===== src/inc/mem_port_pkg.sv =====
// Package with register map, field positions and encodings of the port B block.
package mem_port_pkg;

  localparam logic [7:0] CTRL_OFFSET   = 8'h00;
  localparam logic [7:0] RSTVAL_OFFSET = 8'h04;
  localparam logic [7:0] STATUS_OFFSET = 8'h08;

  localparam int CTRL_FULL_RESET_BIT = 0;
  localparam int CTRL_HAS_RESET_BIT  = 1;
  localparam int CTRL_PRIO_SR_BIT    = 2;
  localparam int CTRL_OUTREG_BIT     = 3;
  localparam int CTRL_SOFT_EN_BIT    = 4;
  localparam int CTRL_IN_REGS_A_BIT  = 5;
  localparam int CTRL_OUT_REGS_B_BIT = 6;
  localparam int CTRL_INJ_LSB        = 7;
  localparam int CTRL_WIDTH          = 9;
  localparam logic [CTRL_WIDTH-1:0] CTRL_RESET = 9'h000;

  localparam int STATUS_ERR_BIT      = 0;
  localparam int STATUS_HOLD_LSB     = 1;

  localparam logic [1:0] HOLD_CYCLES = 2'h2;

  typedef enum logic [1:0] {
    INJ_NONE   = 2'h0,
    INJ_SINGLE = 2'h1,
    INJ_DOUBLE = 2'h2,
    INJ_BOTH   = 2'h3
  } inject_sel_t;

  localparam logic [1:0] HTRANS_NONSEQ = 2'h2;
  localparam logic [1:0] HRESP_OKAY    = 2'h0;

endpackage


===== src/soft_encoder.sv =====
// Check-bit encoder with optional error injection for the write path.
`timescale 1ns/1ps
`default_nettype none
module soft_encoder
  import mem_port_pkg::*;
#(
  parameter int DATA_W = 16
) (
  input  wire logic [DATA_W-1:0] data,
  input  wire logic              enable,
  input  wire inject_sel_t       inject_sel,
  input  wire logic              inject_single,
  input  wire logic              inject_double,
  output logic      [DATA_W:0]   codeword
);

  logic allow_single;
  logic allow_double;
  logic [DATA_W-1:0] flip;

  always_comb begin
    allow_single = enable && inject_single &&
                   (inject_sel == INJ_SINGLE || inject_sel == INJ_BOTH);
    allow_double = enable && inject_double &&
                   (inject_sel == INJ_DOUBLE || inject_sel == INJ_BOTH);
    flip = '0;
    if (allow_double) begin
      flip[1:0] = 2'h3;
    end else if (allow_single) begin
      flip[0] = 1'b1;
    end
    // The check bit covers the clean word, so a single injected flip is visible; a double flip cancels out.
    codeword = {^data, data ^ flip};
  end

endmodule // soft_encoder
`default_nettype wire


===== src/mem_port_b.sv =====
// Dual-port memory with configurable port B reset and soft check options.
// How it works
// - Full reset clears read latch and output register
// - Otherwise reset clears output register only
// - Output register built from general logic
// - Full reset holds reset value two cycles
// - Injection select: none, single, double, both
// - Optional one-stage input register before encoding
// - Reset behaviour only when reset input present
// - Priority option: reset versus enable wins
//
// Chosen here: register access over AHB-Lite and the register addresses.
`timescale 1ns/1ps
`default_nettype none
module mem_port_b
  import mem_port_pkg::*;
#(
  parameter int DATA_W = 16,
  parameter int ADDR_W = 4
) (
  input  wire logic              hclk,
  input  wire logic              hresetn,
  input  wire logic              ce,
  input  wire logic              hsel,
  input  wire logic [7:0]        haddr,
  input  wire logic [1:0]        htrans,
  input  wire logic              hwrite,
  input  wire logic [2:0]        hsize,
  input  wire logic [31:0]       hwdata,
  input  wire logic              hready,
  output logic      [31:0]       hrdata,
  output logic                   hreadyout,
  output logic      [1:0]        hresp,
  input  wire logic              port_a_we,
  input  wire logic [ADDR_W-1:0] port_a_addr,
  input  wire logic [DATA_W-1:0] port_a_din,
  input  wire logic              port_a_inject_single,
  input  wire logic              port_a_inject_double,
  input  wire logic              port_b_ram_enable,
  input  wire logic              port_b_outreg_clock_enable,
  input  wire logic              port_b_reset,
  input  wire logic [ADDR_W-1:0] port_b_addr,
  output logic      [DATA_W-1:0] port_b_dout
);

  localparam int DEPTH = 1 << ADDR_W;

  // Register file and bus slave state.
  logic [CTRL_WIDTH-1:0] ctrl_reg, ctrl_next;
  logic [DATA_W-1:0]     rstval_reg, rstval_next;
  logic                  err_reg, err_next;
  logic [7:0]            addr_reg, addr_next;
  logic                  wr_pend_reg, wr_pend_next;
  logic [31:0]           hrdata_reg, hrdata_next;

  // Write path state.
  logic                  a_we_reg, a_we_next;
  logic [ADDR_W-1:0]     a_addr_reg, a_addr_next;
  logic [DATA_W-1:0]     a_din_reg, a_din_next;
  logic                  a_sgl_reg, a_sgl_next;
  logic                  a_dbl_reg, a_dbl_next;
  logic [DATA_W:0]       mem_reg [DEPTH];

  // Read path state.
  logic [DATA_W:0]       latch_reg, latch_next;
  logic [DATA_W-1:0]     dout_reg, dout_next;
  logic [1:0]            hold_reg, hold_next;
  logic                  chk_reg, chk_next;

  logic                  full_reset, has_reset, prio_sr, outreg_on;
  logic                  soft_en, in_regs_a, out_regs_b;
  inject_sel_t           inject_sel;
  logic                  addr_phase, do_write;
  logic                  w_we, w_sgl, w_dbl;
  logic [ADDR_W-1:0]     w_addr;
  logic [DATA_W-1:0]     w_din;
  logic [DATA_W:0]       w_code;
  logic                  out_en, rst_req, rst_take;
  logic                  parity_bad;

  function automatic logic [31:0] read_word(input logic [7:0] a,
                                            input logic [CTRL_WIDTH-1:0] c,
                                            input logic [DATA_W-1:0] r,
                                            input logic e,
                                            input logic [1:0] h);
    logic [31:0] w;
    w = '0;
    unique case (a)
      CTRL_OFFSET:   w[CTRL_WIDTH-1:0] = c;
      RSTVAL_OFFSET: w[DATA_W-1:0] = r;
      STATUS_OFFSET: begin
        w[STATUS_ERR_BIT] = e;
        w[STATUS_HOLD_LSB +: 2] = h;
      end
      default:       w = '0;
    endcase
    return w;
  endfunction

  always_comb begin
    full_reset = ctrl_reg[CTRL_FULL_RESET_BIT];
    has_reset  = ctrl_reg[CTRL_HAS_RESET_BIT];
    prio_sr    = ctrl_reg[CTRL_PRIO_SR_BIT];
    outreg_on  = ctrl_reg[CTRL_OUTREG_BIT];
    soft_en    = ctrl_reg[CTRL_SOFT_EN_BIT];
    in_regs_a  = ctrl_reg[CTRL_IN_REGS_A_BIT];
    out_regs_b = ctrl_reg[CTRL_OUT_REGS_B_BIT];
    inject_sel = inject_sel_t'(ctrl_reg[CTRL_INJ_LSB +: 2]);
  end

  // Bus slave: zero wait states, read data prepared at the address phase.
  always_comb begin
    addr_phase   = hsel && hready && (htrans == HTRANS_NONSEQ);
    do_write     = wr_pend_reg;
    ctrl_next    = ctrl_reg;
    rstval_next  = rstval_reg;
    addr_next    = addr_reg;
    wr_pend_next = 1'b0;
    hrdata_next  = hrdata_reg;
    if (do_write) begin
      if (addr_reg == CTRL_OFFSET) begin
        ctrl_next = hwdata[CTRL_WIDTH-1:0];
      end
      if (addr_reg == RSTVAL_OFFSET) begin
        rstval_next = hwdata[DATA_W-1:0];
      end
    end
    if (addr_phase) begin
      addr_next    = haddr;
      wr_pend_next = hwrite;
      if (!hwrite) begin
        hrdata_next = read_word(haddr, ctrl_reg, rstval_reg, err_reg,
                                hold_reg);
      end
    end
  end

  // Write path with optional input stage ahead of the encoder.
  always_comb begin
    a_we_next   = port_a_we;
    a_addr_next = port_a_addr;
    a_din_next  = port_a_din;
    a_sgl_next  = port_a_inject_single;
    a_dbl_next  = port_a_inject_double;
    if (soft_en && in_regs_a) begin
      w_we   = a_we_reg;
      w_addr = a_addr_reg;
      w_din  = a_din_reg;
      w_sgl  = a_sgl_reg;
      w_dbl  = a_dbl_reg;
    end else begin
      w_we   = port_a_we;
      w_addr = port_a_addr;
      w_din  = port_a_din;
      w_sgl  = port_a_inject_single;
      w_dbl  = port_a_inject_double;
    end
  end

  soft_encoder #(
    .DATA_W        (DATA_W)
  ) u_encoder (
    .data          (w_din),
    .enable        (soft_en),
    .inject_sel    (inject_sel),
    .inject_single (w_sgl),
    .inject_double (w_dbl),
    .codeword      (w_code)
  );

  // Port B read path. Reset arbitrates against the enable of the stage
  // that drives the pins: the output register when present, else the RAM.
  always_comb begin
    rst_req    = has_reset && port_b_reset;
    out_en     = outreg_on ? port_b_outreg_clock_enable
                           : port_b_ram_enable;
    rst_take   = rst_req && (prio_sr || out_en);
    latch_next = latch_reg;
    dout_next  = dout_reg;
    hold_next  = hold_reg;
    if (port_b_ram_enable) begin
      latch_next = mem_reg[port_b_addr];
    end
    if (outreg_on) begin
      if (port_b_outreg_clock_enable) begin
        dout_next = latch_reg[DATA_W-1:0];
      end
    end else if (port_b_ram_enable) begin
      dout_next = mem_reg[port_b_addr][DATA_W-1:0];
    end
    if (hold_reg != 2'h0) begin
      hold_next = hold_reg - 2'h1;
      dout_next = rstval_reg;
    end
    if (rst_take) begin
      dout_next = rstval_reg;
      if (full_reset) begin
        latch_next = {^rstval_reg, rstval_reg};
        hold_next  = HOLD_CYCLES - 2'h1;
      end
    end
  end

  // Check of the latched word, optionally delayed one stage.
  always_comb begin
    parity_bad = soft_en && (^latch_reg);
    chk_next   = parity_bad;
    err_next   = err_reg;
    if (do_write && addr_reg == STATUS_OFFSET && hwdata[STATUS_ERR_BIT]) begin
      err_next = 1'b0;
    end
    if (out_regs_b ? chk_reg : parity_bad) begin
      err_next = 1'b1;
    end
  end

  always_ff @(posedge hclk or negedge hresetn) begin
    if (!hresetn) begin
      ctrl_reg    <= CTRL_RESET;
      rstval_reg  <= '0;
      err_reg     <= 1'b0;
      addr_reg    <= '0;
      wr_pend_reg <= 1'b0;
      hrdata_reg  <= '0;
      a_we_reg    <= 1'b0;
      a_addr_reg  <= '0;
      a_din_reg   <= '0;
      a_sgl_reg   <= 1'b0;
      a_dbl_reg   <= 1'b0;
      latch_reg   <= '0;
      dout_reg    <= '0;
      hold_reg    <= 2'h0;
      chk_reg     <= 1'b0;
    end else if (ce) begin
      ctrl_reg    <= ctrl_next;
      rstval_reg  <= rstval_next;
      err_reg     <= err_next;
      addr_reg    <= addr_next;
      wr_pend_reg <= wr_pend_next;
      hrdata_reg  <= hrdata_next;
      a_we_reg    <= a_we_next;
      a_addr_reg  <= a_addr_next;
      a_din_reg   <= a_din_next;
      a_sgl_reg   <= a_sgl_next;
      a_dbl_reg   <= a_dbl_next;
      latch_reg   <= latch_next;
      dout_reg    <= dout_next;
      hold_reg    <= hold_next;
      chk_reg     <= chk_next;
    end
  end

  // Storage array; contents are undefined until written.
  always_ff @(posedge hclk) begin
    if (ce && w_we) begin
      mem_reg[w_addr] <= w_code;
    end
  end

  always_comb begin
    hrdata      = hrdata_reg;
    port_b_dout = dout_reg;
  end

  // The slave never stalls and always answers OKAY.
  always_ff @(posedge hclk or negedge hresetn) begin
    if (!hresetn) begin
      hreadyout <= 1'b1;
      hresp     <= HRESP_OKAY;
    end else begin
      hreadyout <= 1'b1;
      hresp     <= HRESP_OKAY;
    end
  end

endmodule // mem_port_b
`default_nettype wire


===== config.mk =====
export PLATFORM = sky130hd
export DESIGN_NAME = mem_port_b
export DESIGN_NICKNAME = d
export VERILOG_FILES = /design/src/inc/mem_port_pkg.sv /design/src/soft_encoder.sv /design/src/mem_port_b.sv
export SDC_FILE = /design/constraint.sdc
export NUM_CORES = 1
export LEC_CHECK = 0
export BUFFER_PORTS_ARGS = -buffer_cell sky130_fd_sc_hd__buf_2
export CORE_UTILIZATION = 60
export CTS_BUF_LIST = sky130_fd_sc_hd__clkbuf_2 sky130_fd_sc_hd__clkbuf_4 sky130_fd_sc_hd__clkbuf_8
export DETAILED_ROUTE_END_ITERATION = 10
export PLACE_DENSITY = 0.86
export REMOVE_ABC_BUFFERS = 1
export SYNTH_ARGS = -nofsm -noshare
export SYNTH_HDL_FRONTEND = slang
export SYNTH_SLANG_ARGS = --single-unit

===== constraint.sdc =====
create_clock -name hclk -period 5.1 [get_ports hclk]
set_input_delay 0.51 -clock hclk [delete_from_list [all_inputs] [get_ports hclk]]
set_output_delay 0.51 -clock hclk [all_outputs]
set_load 0.05 [all_outputs]

* Yosys cells after proc, flatten, opt, wreduce, memory -nomap -nowiden
Memory sizes are Yosys's and may differ from the RTL's.
Cells that the tools add are included.
Widths: inputs -> output; s select.
** Operators by class
- Multiplexer cells :: 29
- Reduce and logical (&&, ||, !) cells :: 30
- Equality and inequality tests :: 9
- Bitwise operators :: 2
- $add $sub $neg :: 1
** Operators by type and width (number)
- $mux 16 :: 6
- $mux 17 :: 3
- $reduce_xor 16->1 :: 2
- $reduce_xor 17->1 :: 1
- $eq 8x3->1 const B :: 2
- $eq 8x4->1 const B :: 2
- $logic_not 8->1 :: 2
- $xor 16x2->16 :: 1
- $logic_and 1x1->1 :: 13
- $mux 1 :: 13
- $pmux 6 s2 :: 1
- $reduce_and 3->1 :: 4
- $pmux 3 s3 :: 1
- $mux 7 :: 1
- $eq 2x2->1 const B :: 3
- $mux 2 :: 3
- $mux 4 :: 1
- $ne 4x2->1 const B :: 1
- $reduce_and 2->1 :: 2
- $reduce_bool 2->1 :: 2
- $reduce_bool 4->1 :: 1
- $logic_or 1x1->1 :: 3
- $eq 2x1->1 const B :: 1
- $sub 2x1->2 const B :: 1
- $not 1->1 :: 1
** Storage, ports and cells
- Input port bits :: 81
- Output and inout port bits :: 51
- Logic and storage cells :: 87
- Memory bits (writable) :: 272
- Memories :: 1
- Register bits after elaboration :: 110
** Memory list
- mem_reg :: depth 16, bits a word 17, rd ports 1, clocked after Yosys merged registers in 0, write ports 1, line mem_port_b.sv:62 : logic [DATA_W:0] mem_reg [DEPTH];

* Longest topological paths before layout
Gate-level depths: netlist of the first run.
- Depth in word-level cells :: 7
- Mapped depth :: 9
- Mapped depth without buffers :: 6

* Modules after synthesis
A second synthesis of the first run with hierarchy kept.
** Unflattened totals
- Cell total of the unflattened synthesis :: 963
- Area, all modules :: 15984.1 um^2
** Modules (own cells, without submodules)
- mem_port_b :: times used 1, area each 15712.6 um^2, seq. area each 10920.5 um^2, cells an instance 929
- soft_encoder :: times used 1, area each 271.5 um^2, seq. area each 0.0 um^2, cells an instance 34

* Least setup slack after synthesis of the first run
OpenSTA, ideal clock, no wires.
- Path type :: reg2reg
- From :: reg ctrl_reg[4]
- To :: mem mem_reg[6][0] (netlist bit) (enable)
- Period minus slack after synthesis :: 2.629 ns
- Slack :: 2.471 ns
- Data arrival time :: 2.238 ns
- Cell stages (with the launch flop) :: 8
- Path buffers :: 2
- Cells stage by stage :: dfrtp_1 nand2_2 buf_6 buf_2 nor3b_1 o21ai_0 or2_2 nor2_1
** On the way
- Longest elaborated chain between the ends :: 5
- Elaborated cells on any way between the ends :: 6
- Classes of those cells :: mux: 4; reduce/logical: 2
** Ends and longest elaborated chain
- start, declared :: line mem_port_b.sv:49 : logic [CTRL_WIDTH-1:0] ctrl_reg, ctrl_next;
- start signal, assigned :: line mem_port_b.sv:235 : ctrl_reg <= ctrl_next;
- $logic_and 1x1->1 * :: line mem_port_b.sv:145 : if (soft_en && in_regs_a) begin
- $mux 1 :: line mem_port_b.sv:145
- $logic_and 1x1->1 :: line mem_port_b.sv:255 : if (ce && w_we) begin
- $mux 1 :: line mem_port_b.sv:255
- $mux 1 (implied by the code) :: line mem_port_b.sv:256 : mem_reg[w_addr] <= w_code;
- end, declared :: line mem_port_b.sv:62
Every way passes the cells marked *; elsewhere a longest branch is shown, timed or not.

* Final worst setup path of the first run
- From :: reg ctrl_reg[4]
- To :: mem mem_reg[6][16] (netlist bit) (data pin)
** On the way
- Longest elaborated chain between the ends :: 3
** Ends and longest elaborated chain
- $logic_and 1x1->1 :: line mem_port_b.sv:145
- $mux 16 :: line mem_port_b.sv:145
- $reduce_xor 16->1 :: line soft_encoder.sv:33 : codeword = {^data, data ^ flip};
- named net u_encoder.codeword[16] :: line soft_encoder.sv:14 : output logic [DATA_W:0] codeword
The timed path passes the listed nets, and every way through them passes these cells.

==> impl_metrics.py, run 1 <==
metrics = {
    "clock_tree": {
        "postCtsResizedCells": 0,
        "cts_inserted_buffers": 56,
        "clk_pin_slew_ns": 0.06,
        "root_buffer": "clkbuf_8",
        "h-tree-depth": 2,
        "cts.sinks": 382,
        "clk_latency_ns": 0.59,
        "cts_tree": "yes",
        "cts.path.max_buffers": 3,
        "holdBufCountCts": 0,
        "post_cts_buffers": 0,
    },
    "logic_synthesis": {
        "yosys.area.top_type": "edfxtp_1",
        "yosys_warnings": 0,
        "synth_edf_count": 272,
        "async_flop_share": 0.288,
        "synthCells": 946,
        "muxShareOfSynthArea": 0.153,
        "synth_area_leaders": "edfxtp_1 (51%), dfrtp_1 (17%), mux4_2 (9.6%)",
        "avgSynthCellArea_um2": 16.8,
        "ys_ff_latch": 382,
        "synth_compound_area_frac": 0.0650,
        "synthXorXnorAreaFrac": 0.0291,
        "yosysUniqueCellTypes": 49,
        "synth-simple-area-share": 0.0396,
        "ys.flop_type": "edfxtp_1",
        "yosys.area_share.adder": 0,
        "synth-seq-area-share": 0.686,
        "syn-cell-area_mm2": 0.0159,
        "yosys.area.top_type_share": 0.513,
        "synth_top_family_by_area": "multiplexers",
    },
    "global_route": {
        "grt.overflow.total": 0,
        "grt_pass1_vias": 9007,
        "grt_pass1_wl_um": 52300,
        "grt_max_degree": 64,
        "grt_usage": 0.267,
        "grt_antenna_before_repair": 0,
    },
    "floorplanning": {
        "fp.dieArea_mm2": 0.0272,
        "die_y_um": 165,
        "io_pins": 132,
        "core_area_mm2": 0.0261,
        "initial_utilization": 0.610,
        "dieWidth_um": 165,
        "rows": 59,
    },
    "detailed_routing": {
        "drt-initial-drc-count": 1043,
        "vias_per_cell": 6.23,
        "drt-wirelength-per-cell_um": 23.9,
        "wirelength_um": 34500,
        "ant_nets": 0,
        "drt-pass1-iter-count": 5,
        "vias": 8991,
        "route.detailed.drc": 0,
    },
    "power": {
        "powerDensity_mw_per_mm2": 394,
        "p_total_mw": 6.97,
        "comb_power_share": 0.142,
        "p_sw_mw": 1.84,
        "leakagePower_nw": 6.57,
        "peakVddDrop_v": 0.000263,
        "swShare": 0.264,
        "p_seq_frac": 0.525,
        "p_int_mw": 5.13,
        "clkPwrFrac": 0.333,
    },
    "setup_path": {
        "cp.arrival_ns": 3.82,
        "critPathCapture": "mem_reg[6][16]$_DFFE_PP_",
        "reg2reg_setup_slack_ns": 1.60,
        "cp_common_cell": "xnor3_1",
        "cp_slowest_cell": "nand2_2",
        "startpoint": "ctrl_reg[4]$_DFFE_PN0P_",
        "path_cells": "nand2_2, mux2_2, xor2_1, xor3_1, xnor3_1, xnor3_1",
        "cp.required_ns": 5.42,
        "worstSetupEndpointType": "flip-flop",
        "rr_endpoint": "mem_reg[6][16]$_DFFE_PP_",
        "path_class": "reg2reg",
        "critPathMaxStageDelay_ns": 0.66,
        "reg2reg_from": "ctrl_reg[4]$_DFFE_PN0P_",
        "crit_fanout": 31,
        "reg2regPathDepth": 6,
        "critPathLaunchType": "flip-flop",
    },
    "hold_path": {
        "hp-class": "in2async",
    },
    "sta": {
        "period_needed_ns": 3.50,
        "slew_headroom": 0.158,
        "fin_ws_ns": 1.60,
        "finClkSkew_ns": 0.0229,
        "maxSlewViolCount": 0,
        "rsz0062_at_grt": "no",
        "layout_worst_path_cycle_share": 0.686,
        "fin_setup_tns_ns": 0,
        "hold_viol_final": 0,
        "timing.fmax_mhz": 286,
        "tightest_slew_ns": 1.25,
        "final-setup-viol-count": 0,
    },
    "place": {
        "finalWeightedCongestion": 0.827,
        "preCtsSetupSlack_ns": 1.67,
        "dp_cells": 1342,
        "io_buffers": 93,
        "post-dp-hpwl_um": 21300,
    },
    "layout": {
        "syn_to_final_growth_pct": 11.3,
        "nets": 1146,
        "fillers": 1701,
        "drive_above_1_share": 0.322,
        "largest_reg_flops": 272,
        "instances_no_fill": 1444,
        "antennaDiodeCount": 0,
        "fin_util": 0.680,
    },
    "run": {
        "cap_violations": 0,
    },
    "status": {
        "outcome": "finished, final reports clean",
    },
}
==> metrics by stage <==
step                      hold WS, ns  cell area (µm²)
final                          0.0463            17700
after global routing           0.0995            17700
after CTS                      0.0454            17700
after detailed placement        0.460            16600
after global placement          0.457            16600
after floorplan                 0.214            15600
==> layout make-up <==
| cell class | count | area [µm²] | share of cell area |
|---|---|---|---|
| clock buffers | 82 | 972 | 0.0549 |
| clock inverters | 20 | 101 | 0.00572 |
| inverters | 6 | 22.5 | 0.00127 |
| multi-input cells | 505 | 4650 | 0.262 |
| flip-flops and latches | 382 | 10900 | 0.617 |
| well taps | 335 | 419 | 0.0237 |
| repair buffers | 114 | 628 | 0.0355 |
==> cells by family (layout without fill, tap and decap cells) <==
| group | after synthesis | count (layout) |
|---|---|---|
| buffers and inverters | 76 | 222 |
| XOR/XNOR | 43 | 43 |
| other | 2 | 19 |
| flip-flops | 382 | 382 |
| AND/OR/NAND/NOR | 144 | 144 |
| AO/OA/AOI/OAI | 151 | 151 |
| multiplexers | 148 | 148 |
==> how the worst min path moves through the flow <==
stage / from / end / slack [ns] / depth (start not counted)
floorplan: hresetn / a_addr_reg[0]$_DFFE_PN0P_ / 0.21 / 0
global placement: port_b_dout[7]$_DFFE_PN0P_ / port_b_dout[7]$_DFFE_PN0P_ / 0.46 / 2
detailed placement: port_b_dout[7]$_DFFE_PN0P_ / port_b_dout[7]$_DFFE_PN0P_ / 0.46 / 2
CTS: hresetn / ctrl_reg[1]$_DFFE_PN0P_ / 0.05 / 1
global route: hresetn / latch_reg[3]$_DFFE_PN0P_ / 0.1 / 1
finish: hresetn / rstval_reg[11]$_DFFE_PN0P_ / 0.05 / 1
==> synth_stat cells (7+ instances only) <==
cell type and instances:
a211oi_1 17, a21oi_1 35, a22o_1 7, a22oi_1 34, buf_2 11, buf_4 23
clkbuf_1 25, dfrtp_1 110, edfxtp_1 272, mux2_2 70, mux2i_1 8, mux4_2 68
nand2_1 41, nor2_1 71, o22ai_1 18, o31ai_1 17, xnor2_1 30, xor2_1 7
==> critical path, delay by kind of cell, from the launching register on <==
kind,cells,cell delay (ns)
flops,1,0.46
mux,1,0.56
xor+xnor,4,1.52
simple gates,1,0.66
==> layout by cell type, fill, tap and decap left out, types with 34 or more instances in the layout <==
| master | instances |
|---|---|
| edfxtp_1 | 272 |
| dfrtp_1 | 110 |
| buf_2 | 91 |
| mux2_2 | 70 |
| mux4_2 | 68 |
| nor2_1 | 65 |
| clkbuf_8 | 57 |
| nand2_1 | 41 |
| a21oi_1 | 35 |
| a22oi_1 | 34 |
==> power groups by stage <==
stage	Sequential (mW)	Clock, mW	Combinational (mW)
floorplan	3.85	0	0.539
global placement	3.71	0	0.958
detailed placement	3.72	0	0.987
CTS	3.66	2.36	0.990
global route	3.67	2.49	1.06
finish	3.66	2.32	0.991
==> layer usage <==
| metal | share of wire | track usage |
|---|---|---|
| met5 | 0 | 0 |
| met4 | 0.024 | 0.0942 |
| met3 | 0.088 | 0.0419 |
| met2 | 0.49 | 0.440 |
| met1 | 0.39 | 0.366 |
Note: power is estimated with default switching activity, not from simulation.
==> run 2, diff against run 1 <==
Clock period 5.1 ns to 3.5 ns, I/O delays scaled along.
==> run 2 against run 1 <==
Maximum frequency rose by 8.9%. Critical path depth unchanged. Combinational power rose by 52%. Flip-flop and latch count is the same. Clock power grew 60%. First-iteration DRC count up 1.9%. Sequential power increased by 46%. Largest cell class unchanged. Highest routed layer unchanged.
==> impl_metrics.py, run 2 (synthesis gave the netlist of run 1 again) <==
metrics = {
    "status": {
        "outcome": "finished, final reports clean",
    },
    "floorplanning": {
        "io_pins": 132,
        "die_y_um": 165,
        "core_area_mm2": 0.0261,
        "dieWidth_um": 165,
        "initial_utilization": 0.610,
        "fp.dieArea_mm2": 0.0272,
        "rows": 59,
    },
    "setup_path": {
        "cp.required_ns": 3.84,
        "startpoint": "ctrl_reg[4]$_DFFE_PN0P_",
        "cp.depth": 6,
        "crit_fanout": 17,
        "critPathCapture": "mem_reg[13][16]$_DFFE_PP_",
        "reg2reg_from": "ctrl_reg[4]$_DFFE_PN0P_",
        "path_cells": "nand2_2, mux2_2, xor2_1, xor3_1, xnor3_1, xnor3_1",
        "critPathTopFamily": "XOR/XNOR gates",
        "cp_num_buf_inv": 0,
        "path_class": "reg2reg",
        "reg2reg_setup_slack_ns": 0.29,
        "worstSetupEndpointType": "flip-flop",
        "rr_endpoint": "mem_reg[13][16]$_DFFE_PP_",
        "cp_slowest_cell": "xnor3_1",
        "cp.arrival_ns": 3.55,
        "critPathLaunchType": "flip-flop",
        "reg2regPathDepth": 6,
        "critPathMaxStageDelay_ns": 0.57,
        "cp_common_cell": "xnor3_1",
    },
    "detailed_routing": {
        "route.detailed.drc": 0,
        "vias": 9364,
        "ant_nets": 0,
        "drt-initial-drc-count": 1063,
        "drt-pass1-iter-count": 7,
        "vias_per_cell": 6.22,
        "wirelength_um": 36100,
        "drt-wirelength-per-cell_um": 24.0,
    },
    "layout": {
        "largest_reg_flops": 272,
        "seqCellArea_mm2": 0.0109,
        "drive_above_1_share": 0.323,
        "fillers": 1595,
        "layout_common_cells": "edfxtp_1 (272), dfrtp_1 (110), buf_2 (91)",
        "syn_to_final_growth_pct": 15.6,
        "final_common_cell": "edfxtp_1",
        "antennaDiodeCount": 0,
        "fin_util": 0.706,
        "multi_input_area_mm2": 0.00464,
        "nets": 1204,
    },
    "power": {
        "leakagePower_nw": 6.91,
        "peakVddDrop_v": 0.000542,
        "powerDensity_mw_per_mm2": 574,
    },
    "sta": {
        "layout_worst_path_cycle_share": 0.918,
        "timing.fmax_mhz": 311,
        "period_needed_ns": 3.21,
        "slew_headroom": 0.271,
        "whs_ns": 0.0213,
        "rsz0062_at_grt": "no",
        "finClkSkew_ns": 0.0429,
        "final-setup-viol-count": 0,
        "maxSlewViolCount": 0,
        "tightest_slew_ns": 1.09,
        "fin_setup_tns_ns": 0,
        "hold_viol_final": 0,
    },
    "clock_tree": {
        "cts_inserted_buffers": 58,
        "post_cts_buffers": 0,
        "clk_pin_slew_ns": 0.06,
        "cts.path.max_buffers": 3,
        "root_buffer": "clkbuf_8",
        "clk_latency_ns": 0.62,
        "cts.sinks": 382,
        "cts_tree": "yes",
        "h-tree-depth": 2,
    },
    "global_route": {
        "grt_antenna_before_repair": 0,
        "grt.overflow.total": 0,
        "grt_max_degree": 53,
        "grt_usage": 0.276,
        "grt_pass1_vias": 9452,
        "grt_pass1_wl_um": 54200,
    },
    "hold_path": {
        "hp-class": "in2reg",
    },
    "place": {
        "post-dp-hpwl_um": 22100,
        "finalWeightedCongestion": 0.848,
        "io_buffers": 93,
    },
    "run": {
        "cap_violations": 0,
    },
}
## run 2: changes by cell type in the layout (fill, tap and decap cells not counted), sizes merged
cell         previous run  this run
clkinvlp                2         0
inv                     6         8
bufinv                  0         1
buf                   114       131
clkinv                 18        15
dlygate4sd3             0        39
clkbuf                 82        90
## run 2: power by group
group / internal, mW / switching (mW) / total (mW)
sequential: 5.18 / 0.151 / 5.33
combinational: 0.565 / 0.943 / 1.51
clock: 2.05 / 1.67 / 3.72
## run 2: per-layer routing
layer,up-vias,track usage,routed length [µm]
li1,4034,-,-
met2,505,0.457,17800
met4,0,0.0872,850
met3,77,0.0500,3140
met5,-,0,0
met1,4748,0.374,14300
## run 2: through the flow
stage                     cells  power [mW]  setup slack (ns)  area [µm²]
after global placement     1359        6.82             0.469       16800
after global routing       1506        10.9             0.168       18400
after floorplan             893        6.39             0.739       15600
final                      1506        10.6             0.288       18400
after detailed placement   1359        6.88             0.299       16800
after CTS                  1506        10.6             0.285       18400
## run 2: what timing repair did
| action | 4_1_cts | 5_1_grt |
|---|---|---|
| resized for setup | 0 | 0 |
| hold buffers | 39 | 0 |
| endpoints found under the hold margin | 95 | 0 |
## run 2: how the worst min path moves through the flow
stage / startpoint / to / depth (start not counted)
after CTS: hwdata[12] / rstval_reg[12]$_DFFE_PN0P_ / 2
after global routing: hwdata[12] / rstval_reg[12]$_DFFE_PN0P_ / 2
after floorplan: hresetn / a_addr_reg[0]$_DFFE_PN0P_ / 0
after detailed placement: hresetn / rstval_reg[11]$_DFFE_PN0P_ / 1
after global placement: hresetn / rstval_reg[11]$_DFFE_PN0P_ / 1
final: hwdata[12] / rstval_reg[12]$_DFFE_PN0P_ / 2
## run 2: cell type report
type / instances / share of cell area
clock buffers: 90 / 0.0589
multi-input cells: 505 / 0.252
inverters: 6 / 0.00122
repair buffers: 170 / 0.0644
flip-flops and latches: 382 / 0.594
clock inverters: 18 / 0.00646
well taps: 335 / 0.0228
